## config.mk

```make
export PLATFORM = sky130hd
export DESIGN_NAME = bvr_readout
export DESIGN_NICKNAME = d
export VERILOG_FILES = /design/src/hdl/bvr_pkg.sv /design/src/hdl/bvr_adc_ctl.sv /design/src/hdl/bvr_readout.sv
export VERILOG_INCLUDE_DIRS = /design/src /design/src/hdl
export SDC_FILE = /design/constraint.sdc
export NUM_CORES = 1
export LEC_CHECK = 0
export BUFFER_PORTS_ARGS = -buffer_cell sky130_fd_sc_hd__buf_4
export CORE_ASPECT_RATIO = 1.5
export CORE_MARGIN = 5
export CORE_UTILIZATION = 47
export CTS_BUF_LIST = sky130_fd_sc_hd__clkbuf_16
export CTS_CLUSTER_DIAMETER = 100
export DETAILED_ROUTE_END_ITERATION = 10
export GPL_TIMING_DRIVEN = 0
export PLACE_DENSITY = 0.83
export SETUP_SLACK_MARGIN = 0.3
export SLEW_MARGIN = 20
export SYNTH_ARGS = -nofsm -noshare
export SYNTH_HDL_FRONTEND = slang
export SYNTH_HIERARCHICAL = 1
export SYNTH_SLANG_ARGS = --single-unit
```

## constraint.sdc

```tcl
create_clock -name i_core_clk -period 2.9 [get_ports i_core_clk]
set_clock_uncertainty 0.1 [all_clocks]
set_input_delay 0.58 -clock i_core_clk [delete_from_list [all_inputs] [get_ports i_core_clk]]
set_output_delay 0.58 -clock i_core_clk [all_outputs]
set_load 0.05 [all_outputs]
```

## src/hdl/bvr_regs.svh

```systemverilog
`ifndef BVR_REGS_SVH
`define BVR_REGS_SVH

// command field positions
`define BVR_GRP_HI          11
`define BVR_GRP_LO          9
`define BVR_SUB_HI          8
`define BVR_SUB_LO          6
`define BVR_ARG_HI          5
`define BVR_ARG_LO          0

// top three bits of a command
`define BVR_GRP_BIAS        3'h0
`define BVR_GRP_MISC        3'h1
`define BVR_GRP_COL         3'h2
`define BVR_GRP_ADC         3'h3
`define BVR_GRP_ROW         3'h4
`define BVR_GRP_HSW         3'h5
`define BVR_GRP_VSW         3'h6

// sub-header inside group 0
`define BVR_SUB_BIAS_A      3'h0
`define BVR_SUB_REF         3'h1
`define BVR_SUB_BIAS_B      3'h2
`define BVR_SUB_PIX_SUP     3'h3
`define BVR_SUB_OUT_BUF     3'h4
`define BVR_SUB_AMP_CONF    3'h6
`define BVR_SUB_AMP_OP      3'h7

// sub-header inside group 3
`define BVR_SUB_ADC_CTRL    3'h0
`define BVR_SUB_LOW_REF     3'h1
`define BVR_SUB_HIGH_REF    3'h2
`define BVR_SUB_LATCH       3'h3
`define BVR_SUB_ANALOG_EN   3'h4
`define BVR_SUB_KEY1        3'h5
`define BVR_SUB_KEY2        3'h6
`define BVR_SUB_KEY3        3'h7

// vault keys and analog enable code
`define BVR_KEY_FIRST       6'h0C
`define BVR_KEY_SECOND      6'h15
`define BVR_KEY_THIRD       6'h16
`define BVR_ANALOG_ON_CODE  3'h2

// adc control bit positions
`define BVR_ADC_CONV_BIT    0
`define BVR_ADC_LEGACY_BIT  1
`define BVR_ADC_SHORT_BIT   2

// reset values
`define BVR_KEY_RST         6'h00
`define BVR_BIAS_RST        6'h00
`define BVR_ADC_CTRL_RST    3'h0
`define BVR_SEL_RST         8'h00
`define BVR_FLAGS_RST       5'h00

`endif

```

## src/hdl/bvr_pkg.sv

```systemverilog
package bvr_pkg;

    typedef enum logic [4:0] {
        CMD_NONE      = 5'h00,
        CMD_BIAS_A    = 5'h01,
        CMD_REF       = 5'h02,
        CMD_BIAS_B    = 5'h03,
        CMD_PIX_SUP   = 5'h04,
        CMD_OUT_BUF   = 5'h05,
        CMD_AMP_CONF  = 5'h06,
        CMD_AMP_OP    = 5'h07,
        CMD_MISC      = 5'h08,
        CMD_COL       = 5'h09,
        CMD_ADC_CTRL  = 5'h0A,
        CMD_LOW_REF   = 5'h0B,
        CMD_HIGH_REF  = 5'h0C,
        CMD_LATCH     = 5'h0D,
        CMD_ANALOG_EN = 5'h0E,
        CMD_KEY1      = 5'h0F,
        CMD_KEY2      = 5'h10,
        CMD_KEY3      = 5'h11,
        CMD_ROW       = 5'h12,
        CMD_HSW       = 5'h13,
        CMD_VSW       = 5'h14
    } bvr_cmd_type;

    typedef enum logic [1:0] {
        ADC_RESET   = 2'b00,
        ADC_CONVERT = 2'b01,
        ADC_DONE    = 2'b10
    } bvr_adc_state_type;

endpackage

```

## src/hdl/bvr_adc_ctl.sv

```systemverilog
`timescale 1ns/1ps
`default_nettype none
`include "bvr_regs.svh"

module bvr_adc_ctl (
    input  wire logic       i_core_clk,       // core clock
    input  wire logic       i_rst_n,          // sync reset, active low
    input  wire logic       i_conv_bit,       // stored conversion control
    input  wire logic       i_fast_reset,     // external fast reset
    input  wire logic [7:0] i_adc_code,       // flash comparator code
    input  wire logic       i_chip_select,    // chip select
    input  wire logic       i_write_not_read, // 0 = read
    output logic            o_conv_phase,     // effective convert phase
    output logic [7:0]      o_data_lines,     // result to data lines
    output logic            o_data_lines_oe,  // data lines driven
    output logic            o_analog_route,   // pixel to analog out
    output logic            o_result_valid    // result held
);

    bvr_pkg::bvr_adc_state_type state_q;
    bvr_pkg::bvr_adc_state_type state_d;
    logic [7:0]                 result_q;
    logic                       phase;
    logic                       read_sel;

    assign phase    = i_conv_bit & ~i_fast_reset;
    assign read_sel = i_chip_select & ~i_write_not_read;

    always_comb begin
        state_d = state_q;
        case (state_q)
            bvr_pkg::ADC_RESET: begin
                if (phase) begin
                    state_d = bvr_pkg::ADC_CONVERT;
                end
            end
            bvr_pkg::ADC_CONVERT: begin
                state_d = phase ? bvr_pkg::ADC_DONE : bvr_pkg::ADC_RESET;
            end
            bvr_pkg::ADC_DONE: begin
                if (!phase) begin
                    state_d = bvr_pkg::ADC_RESET;
                end
            end
            default: begin
                state_d = bvr_pkg::ADC_RESET;
            end
        endcase
    end

    always_ff @(posedge i_core_clk) begin
        if (!i_rst_n) begin
            state_q <= bvr_pkg::ADC_RESET;
        end else begin
            state_q <= state_d;
        end
    end

    // latch the code once, in the cycle after the convert edge
    always_ff @(posedge i_core_clk) begin
        if (!i_rst_n) begin
            result_q <= 8'h00;
        end else if (state_q == bvr_pkg::ADC_CONVERT && phase) begin
            result_q <= i_adc_code;
        end
    end

    assign o_conv_phase    = phase;
    assign o_data_lines    = result_q;
    assign o_data_lines_oe = read_sel;
    assign o_analog_route  = read_sel;
    assign o_result_valid  = (state_q == bvr_pkg::ADC_DONE);
endmodule

`default_nettype wire

```

## src/hdl/bvr_readout.sv

```systemverilog
// How it works
// - vault opens only while the three key registers hold 12, 21 and 22.
// - any non-key write to a key register locks the vault at once.
// - protected bias commands are dropped while the vault is locked.
// - vault status output is 1 when open, 0 when locked.
// - analog enable writes take effect only while the vault is open.
// - bias generators turn on only when argument low bits equal 010.
// - analog enable output is 0 enabled, 1 disabled; disabled after reset.
// - adc low/high reference and latch bias writes are accepted regardless of vault.
// - bias values may change while generators stay enabled.
// - conversion bit 0 low holds adc in reset, high starts conversion.
// - bit 2 high weakly pulls the low reference toward ground.
// - after conversion start a read returns the 8-bit unsigned pixel code.
// - fast reset input forces adc reset; release starts a conversion.
// - fast reset input is pulled down, inactive when undriven; i_fast_reset is a plain input here with no pull-down.
// - row and column indices 0..63 small array, 0..255 large.
// - any subset of rows and columns may be addressed.
// - selected read drives result on data lines, routes pixel out.
// - bias command is six-bit header plus six-bit argument.
`timescale 1ns/1ps
`default_nettype none
`include "bvr_regs.svh"

module bvr_readout (
    input  wire logic        i_core_clk,            // 100 MHz clock
    input  wire logic        i_rst_n,               // sync reset, low
    input  wire logic        i_cmd_valid,           // command strobe
    input  wire logic [11:0] i_cmd,                 // 12-bit command
    input  wire logic        i_chip_select,         // chip select
    input  wire logic        i_write_not_read,      // 0 = read
    input  wire logic        i_fast_adc_reset_input,// fast adc reset
    input  wire logic [7:0]  i_adc_code,            // flash comparators
    output logic             o_vault_open_status,   // 1 = unlocked
    output logic             o_analog_enable_n,     // 0 = enabled
    output logic [5:0]       o_protected_bias_a,    // vaulted bias
    output logic [5:0]       o_protected_bias_b,    // vaulted bias
    output logic [5:0]       o_reference_bias,      // vaulted bias
    output logic [5:0]       o_pixel_supply_bias,   // vaulted bias
    output logic [5:0]       o_output_buffer_bias,  // vaulted bias
    output logic [5:0]       o_adc_low_reference,   // open bias
    output logic [5:0]       o_adc_high_reference,  // open bias
    output logic [5:0]       o_latch_bias,          // open bias
    output logic [3:0]       o_amplifier_config,    // mid-amp config
    output logic [5:0]       o_amplifier_operation, // mid-amp switches
    output logic [4:0]       o_focal_flags,         // focal plane flags
    output logic [7:0]       o_row_select,          // row index
    output logic [7:0]       o_column_select,       // column index
    output logic [7:0]       o_horiz_bin,           // column switches
    output logic [7:0]       o_vert_bin,            // row switches
    output logic             o_conversion_control,  // adc phase
    output logic             o_legacy_adc_link,     // legacy bit
    output logic             o_low_ref_ground_short,// weak pull on ref
    output logic [7:0]       o_data_lines,          // read data
    output logic             o_data_lines_oe,       // data lines driven
    output logic             o_analog_route,        // pixel to pad
    output logic             o_result_valid         // result held
);

    function automatic bvr_pkg::bvr_cmd_type decode(input logic [11:0] c);
        logic [2:0] sub;
        sub = c[`BVR_SUB_HI:`BVR_SUB_LO];
        decode = bvr_pkg::CMD_NONE;
        case (c[`BVR_GRP_HI:`BVR_GRP_LO])
            `BVR_GRP_BIAS: begin
                case (sub)
                    `BVR_SUB_BIAS_A:   decode = bvr_pkg::CMD_BIAS_A;
                    `BVR_SUB_REF:      decode = bvr_pkg::CMD_REF;
                    `BVR_SUB_BIAS_B:   decode = bvr_pkg::CMD_BIAS_B;
                    `BVR_SUB_PIX_SUP:  decode = bvr_pkg::CMD_PIX_SUP;
                    `BVR_SUB_OUT_BUF:  decode = bvr_pkg::CMD_OUT_BUF;
                    `BVR_SUB_AMP_CONF: decode = bvr_pkg::CMD_AMP_CONF;
                    `BVR_SUB_AMP_OP:   decode = bvr_pkg::CMD_AMP_OP;
                    default:           decode = bvr_pkg::CMD_NONE;
                endcase
            end
            `BVR_GRP_ADC: begin
                case (sub)
                    `BVR_SUB_ADC_CTRL:  decode = bvr_pkg::CMD_ADC_CTRL;
                    `BVR_SUB_LOW_REF:   decode = bvr_pkg::CMD_LOW_REF;
                    `BVR_SUB_HIGH_REF:  decode = bvr_pkg::CMD_HIGH_REF;
                    `BVR_SUB_LATCH:     decode = bvr_pkg::CMD_LATCH;
                    `BVR_SUB_ANALOG_EN: decode = bvr_pkg::CMD_ANALOG_EN;
                    `BVR_SUB_KEY1:      decode = bvr_pkg::CMD_KEY1;
                    `BVR_SUB_KEY2:      decode = bvr_pkg::CMD_KEY2;
                    `BVR_SUB_KEY3:      decode = bvr_pkg::CMD_KEY3;
                    default:            decode = bvr_pkg::CMD_NONE;
                endcase
            end
            `BVR_GRP_MISC: decode = bvr_pkg::CMD_MISC;
            `BVR_GRP_COL:  decode = bvr_pkg::CMD_COL;
            `BVR_GRP_ROW:  decode = bvr_pkg::CMD_ROW;
            `BVR_GRP_HSW:  decode = bvr_pkg::CMD_HSW;
            `BVR_GRP_VSW:  decode = bvr_pkg::CMD_VSW;
            default:       decode = bvr_pkg::CMD_NONE;
        endcase
    endfunction

    bvr_pkg::bvr_cmd_type cmd;
    logic [5:0]           arg;
    logic [7:0]           idx;
    logic [5:0]           key_q [3];
    logic                 vault_open;
    logic                 prot_ok;
    logic                 analog_on_q;
    logic [5:0]           prot_q [5];
    logic [5:0]           low_ref_q;
    logic [5:0]           high_ref_q;
    logic [5:0]           latch_q;
    logic [2:0]           adc_ctrl_q;
    logic [3:0]           amp_conf_q;
    logic [5:0]           amp_op_q;
    logic [4:0]           flags_q;
    logic [7:0]           row_q;
    logic [7:0]           col_q;
    logic [7:0]           hsw_q;
    logic [7:0]           vsw_q;

    assign cmd = i_cmd_valid ? decode(i_cmd) : bvr_pkg::CMD_NONE;
    assign arg = i_cmd[`BVR_ARG_HI:`BVR_ARG_LO];
    assign idx = i_cmd[7:0];

    // the vault is a pure function of the stored keys
    assign vault_open = key_q[0] == `BVR_KEY_FIRST
                     && key_q[1] == `BVR_KEY_SECOND
                     && key_q[2] == `BVR_KEY_THIRD;
    assign prot_ok    = vault_open;

    genvar k;
    generate
        for (k = 0; k < 3; k++) begin : g_key
            always_ff @(posedge i_core_clk) begin
                if (!i_rst_n) begin
                    key_q[k] <= `BVR_KEY_RST;
                end else if (cmd == bvr_pkg::bvr_cmd_type'(
                             5'(bvr_pkg::CMD_KEY1) + 5'(k))) begin
                    key_q[k] <= arg;
                end
            end
        end
        // protected biases in order a, reference, b, supply, buffer
        for (k = 0; k < 5; k++) begin : g_prot
            always_ff @(posedge i_core_clk) begin
                if (!i_rst_n) begin
                    prot_q[k] <= `BVR_BIAS_RST;
                end else if (prot_ok && cmd == bvr_pkg::bvr_cmd_type'(
                             5'(bvr_pkg::CMD_BIAS_A) + 5'(k))) begin
                    prot_q[k] <= arg;
                end
            end
        end
    endgenerate

    always_ff @(posedge i_core_clk) begin
        if (!i_rst_n) begin
            analog_on_q <= 1'b0;
        end else if (prot_ok && cmd == bvr_pkg::CMD_ANALOG_EN) begin
            analog_on_q <= (arg[2:0] == `BVR_ANALOG_ON_CODE);
        end
    end

    // open biases take writes with the vault in any state
    always_ff @(posedge i_core_clk) begin
        if (!i_rst_n) begin
            low_ref_q  <= `BVR_BIAS_RST;
            high_ref_q <= `BVR_BIAS_RST;
            latch_q    <= `BVR_BIAS_RST;
        end else begin
            if (cmd == bvr_pkg::CMD_LOW_REF) begin
                low_ref_q <= arg;
            end
            if (cmd == bvr_pkg::CMD_HIGH_REF) begin
                high_ref_q <= arg;
            end
            if (cmd == bvr_pkg::CMD_LATCH) begin
                latch_q <= arg;
            end
        end
    end

    always_ff @(posedge i_core_clk) begin
        if (!i_rst_n) begin
            adc_ctrl_q <= `BVR_ADC_CTRL_RST;
        end else if (cmd == bvr_pkg::CMD_ADC_CTRL) begin
            adc_ctrl_q <= arg[2:0];
        end
    end

    always_ff @(posedge i_core_clk) begin
        if (!i_rst_n) begin
            amp_conf_q <= 4'h0;
            amp_op_q   <= 6'h00;
            flags_q    <= `BVR_FLAGS_RST;
            hsw_q      <= `BVR_SEL_RST;
            vsw_q      <= `BVR_SEL_RST;
        end else begin
            case (cmd)
                bvr_pkg::CMD_AMP_CONF: amp_conf_q <= arg[3:0];
                bvr_pkg::CMD_AMP_OP:   amp_op_q   <= arg;
                bvr_pkg::CMD_MISC:     flags_q    <= arg[4:0];
                bvr_pkg::CMD_HSW:      hsw_q      <= idx;
                bvr_pkg::CMD_VSW:      vsw_q      <= idx;
                default: begin
                end
            endcase
        end
    end

    // any index is taken; the small array ignores the upper bits
    always_ff @(posedge i_core_clk) begin
        if (!i_rst_n) begin
            row_q <= `BVR_SEL_RST;
            col_q <= `BVR_SEL_RST;
        end else begin
            if (cmd == bvr_pkg::CMD_ROW) begin
                row_q <= idx;
            end
            if (cmd == bvr_pkg::CMD_COL) begin
                col_q <= idx;
            end
        end
    end

    bvr_adc_ctl u_adc (
        .i_core_clk       (i_core_clk),
        .i_rst_n          (i_rst_n),
        .i_conv_bit       (adc_ctrl_q[`BVR_ADC_CONV_BIT]),
        .i_fast_reset     (i_fast_adc_reset_input),
        .i_adc_code       (i_adc_code),
        .i_chip_select    (i_chip_select),
        .i_write_not_read (i_write_not_read),
        .o_conv_phase     (o_conversion_control),
        .o_data_lines     (o_data_lines),
        .o_data_lines_oe  (o_data_lines_oe),
        .o_analog_route   (o_analog_route),
        .o_result_valid   (o_result_valid)
    );

    assign o_vault_open_status    = vault_open;
    assign o_analog_enable_n      = ~analog_on_q;
    assign o_protected_bias_a     = prot_q[0];
    assign o_reference_bias       = prot_q[1];
    assign o_protected_bias_b     = prot_q[2];
    assign o_pixel_supply_bias    = prot_q[3];
    assign o_output_buffer_bias   = prot_q[4];
    assign o_adc_low_reference    = low_ref_q;
    assign o_adc_high_reference   = high_ref_q;
    assign o_latch_bias           = latch_q;
    assign o_amplifier_config     = amp_conf_q;
    assign o_amplifier_operation  = amp_op_q;
    assign o_focal_flags          = flags_q;
    assign o_row_select           = row_q;
    assign o_column_select        = col_q;
    assign o_horiz_bin            = hsw_q;
    assign o_vert_bin             = vsw_q;
    assign o_legacy_adc_link      = adc_ctrl_q[`BVR_ADC_LEGACY_BIT];
    assign o_low_ref_ground_short = adc_ctrl_q[`BVR_ADC_SHORT_BIT];
endmodule

`default_nettype wire

```

==> impl_metrics.toml <==
[outcome]
status = "finished, final reports clean"

[yosys]
synth_top_area_share_pct = 30.3
yosys_warnings = 6
syn_avg_cell_area_um2 = 11.1
synth_edf_count = 48
synth_cells = 472
synth_cell_type_count = 48
synth.ff_latch_count = 127
synth.cell_area_um2 = 5220
ys_seq_area_share_pct = 57.9
yosysTopAreaCell = "dfxtp_1"
ys.flop_type = "dfxtp_1"
yosys-top-cells-area = "dfxtp_1 30%, edfxtp_1 28%, mux2i_1 15%"
syn_nets = 500
synth-async-reset-ratio_pct = 0

[sta]
fin_tns_setup_ps = 0
final-setup-viol-count = 0
finalHoldViolCount = 0
period_needed_ps = 2680
slew_viol_final = 0
relSlewSlack_pct = 44.8
tightest_slew_ps = 828
post-route-period-util_pct = 92.6
max_freq_mhz = 373
rsz0062_at_grt = "true"

[cts]
root_buffer = "clkbuf_16"
htree_num_levels = 4
cts.path.max_buffers = 2
clk_latency_ps = 410
cts_buffers = 17
clkTransAtPathRegs_ps = 50
cts_tree = "built"
cts_sinks = 127
post-cts-setup-buffers = 0

[routing]
drcViolationCount = 0
routed_via_density = 5.43
wire_per_inst_um = 17.8
first_iter_violations = 317
dr_wl_met3_um = 1030
wirelength_met1_um = 4970
met2_length_um = 7460
drt-total-wl_um = 14000
vias = 4275
dr.max_layer_used = "met4"
final_antenna_net_count = 0
drt_first_pass_iters = 5

[final_layout]
insertedDiodeCount = 0
stdcell_count = 787
area_delta_synth_final_pct = 34.6
fin_nets = 655
drive_gt1_share_pct = 30.5
fin_area_um2 = 7020
n_fill_cell = 867
regArea_um2 = 3020
postLayoutCoreUtil_pct = 64.2
multi_input_area_um2 = 2120

[global_routing]
grt_overflow_total = 0
antenna_found_initial = 0
groute.usage.overall_pct = 21.1
grt_pass1_vias = 4386
grt_max_degree = 17
grt_pass1_wl_um = 21400

[run]
drv_cap = 0

[floorplanning]
dieArea_um2 = 13400
start_util_pct = 47.7
die_w_um = 96.0
row_count = 47
die_h_um = 139
core_um2 = 10900
ioPinCount = 137

[worst_hold_path]
min_path_type = "in2reg"

[critical_path]
reg2reg_slack_ps = 220
critPathMaxFanout = 2
worstSetupEndpointType = "output pin"
crit_start = "key_q[1][5]"
reg2regPathDepth = 6
worstSetupPathType = "reg2out"
critical_path_arrival_ps = 2000
critPathLaunchType = "register"
worstPathRequired_ps = 2220
rr_startpoint = "key_q[1][5]"
reg2reg_to = "prot_q[1][0]"
endpoint = "o_vault_open_status"

[power]
p_total_mw = 4.11
p_leak_nw = 2.96
irDropWorstVdd_mv = 0.460
pwr_density_cell_nw_per_um2 = 586

[placed_design]
io_buffers = 136
place_hpwl_um = 10000
place_area_um2 = 6440
place_inst = 755
place.gp.congestion = 0.913
-- power by group --
| group | switching, mW | internal [mW] |
|---|---|---|
| Sequential | 0.0141 | 1.89 |
| Combinational | 0.250 | 0.103 |
| Clock | 0.744 | 1.12 |
| Total | 1.01 | 3.11 |
-- cell usage after synthesis (all sizes together) (2+ instances only) --
| library cell | number |
|---|---|
| nand3b | 3 |
| nand3 | 7 |
| nand2 | 102 |
| edfxtp | 48 |
| nor4 | 4 |
| nor2 | 25 |
| or4 | 3 |
| o21ai | 8 |
| a211oi | 2 |
| ha | 2 |
| a31oi | 3 |
| clkbuf | 21 |
| nor3 | 32 |
| and3b | 2 |
| nor4bb | 2 |
| nand4 | 5 |
| inv | 3 |
| buf | 10 |
| a2111oi | 2 |
| mux2i | 77 |
| nor2b | 7 |
| a21oi | 3 |
| and4bb | 2 |
| a21o | 4 |
| dfxtp | 79 |
| nand2b | 2 |
| nor4b | 2 |
-- cell type report --
class	count	area share, %
sequential	127	43.0
multi-input combinational	311	30.2
timing repair buffer	136	14.5
clock buffer	18	6.41
tap	147	2.62
buffer	31	2.00
clock inverter	14	1.07
inverter	3	0.160
-- registers in the layout, summed over array words and instances, names as in the netlist, 3 cells and up --
signal and count:
o_column_select 8, adc_ctrl_q 3, o_vert_bin 8, o_row_select 8, o_amplifier_operation 6, key_q 18
o_adc_low_reference 6, o_amplifier_config 4, u_adc/o_data_lines 8, prot_q 30, o_latch_bias 6, o_adc_high_reference 6
o_horiz_bin 8, o_focal_flags 5
-- worst max-delay path: stages, from the launching register on --
cell and delay [ps]:
edfxtp_1 380, nor4bb_1 390, nand4_1 270, nor3_2 300
buf_4 250
-- cells in the final DEF (no fill, tap or decap), types with 4 or more instances in the layout --
master,n
nor3_1,31
nand3_1,6
clkbuf_1,19
nor2_1,24
edfxtp_1,48
buf_2,7
nand4_1,5
buf_4,137
clkbuf_16,18
nand2_1,101
dfxtp_1,79
inv_1,6
a21o_1,4
mux2i_1,77
nor2b_1,7
clkinv_2,4
-- timing repair --
item | 4_1_cts | 5_1_grt
endpoints found under the setup margin | 18 | 41
gates cloned | 0 | 0
hold buffers | 0 | 0
pin swaps | 0 | 1
gates resized for setup | 1 | 13
-- kinds of logic (layout without fill, tap and decap cells) --
logic type,after synthesis,in the layout,share of synthesized area [%]
AO/OA/AOI/OAI,28,28,4.34
XOR/XNOR,1,1,0.168
multiplexers,78,78,15.0
buffers and inverters,34,202,2.83
adder cells (fa/ha/maj),2,2,0.480
AND/OR/NAND/NOR,202,202,19.3
flip-flops,127,127,57.9
-- routing by layer --
metal	GRT usage (%)	up-vias
li1	-	1976
met2	36.1	208
met1	22.6	2047
met4	10.7	0
met5	0	-
met3	6.84	44
-- stage by stage --
| stage | hold slack [ps] | setup WS, ps |
|---|---|---|
| floorplan | 338 | 308 |
| global placement | 346 | -65.1 |
| detailed placement | 348 | -151 |
| CTS | 313 | 349 |
| global route | 320 | 134 |
| finish | 323 | 215 |
-- worst min-delay path by stage --
| stage | to | slack (ps) | from | cells after the start |
|---|---|---|---|---|
| 3_5_place_dp | o_adc_low_reference[5] | 350 | o_adc_low_reference[5] | 2 |
| 2_1_floorplan | analog_on_q | 340 | analog_on_q | 2 |
| 4_1_cts | u_adc/o_data_lines[4] | 310 | i_adc_code[4] | 3 |
| 5_1_grt | u_adc/o_data_lines[4] | 320 | i_adc_code[4] | 3 |
| 3_3_place_gp | o_focal_flags[2] | 350 | o_focal_flags[2] | 2 |
| 6_report | u_adc/o_data_lines[7] | 320 | i_adc_code[7] | 3 |
(Power assumes the default switching activity.)
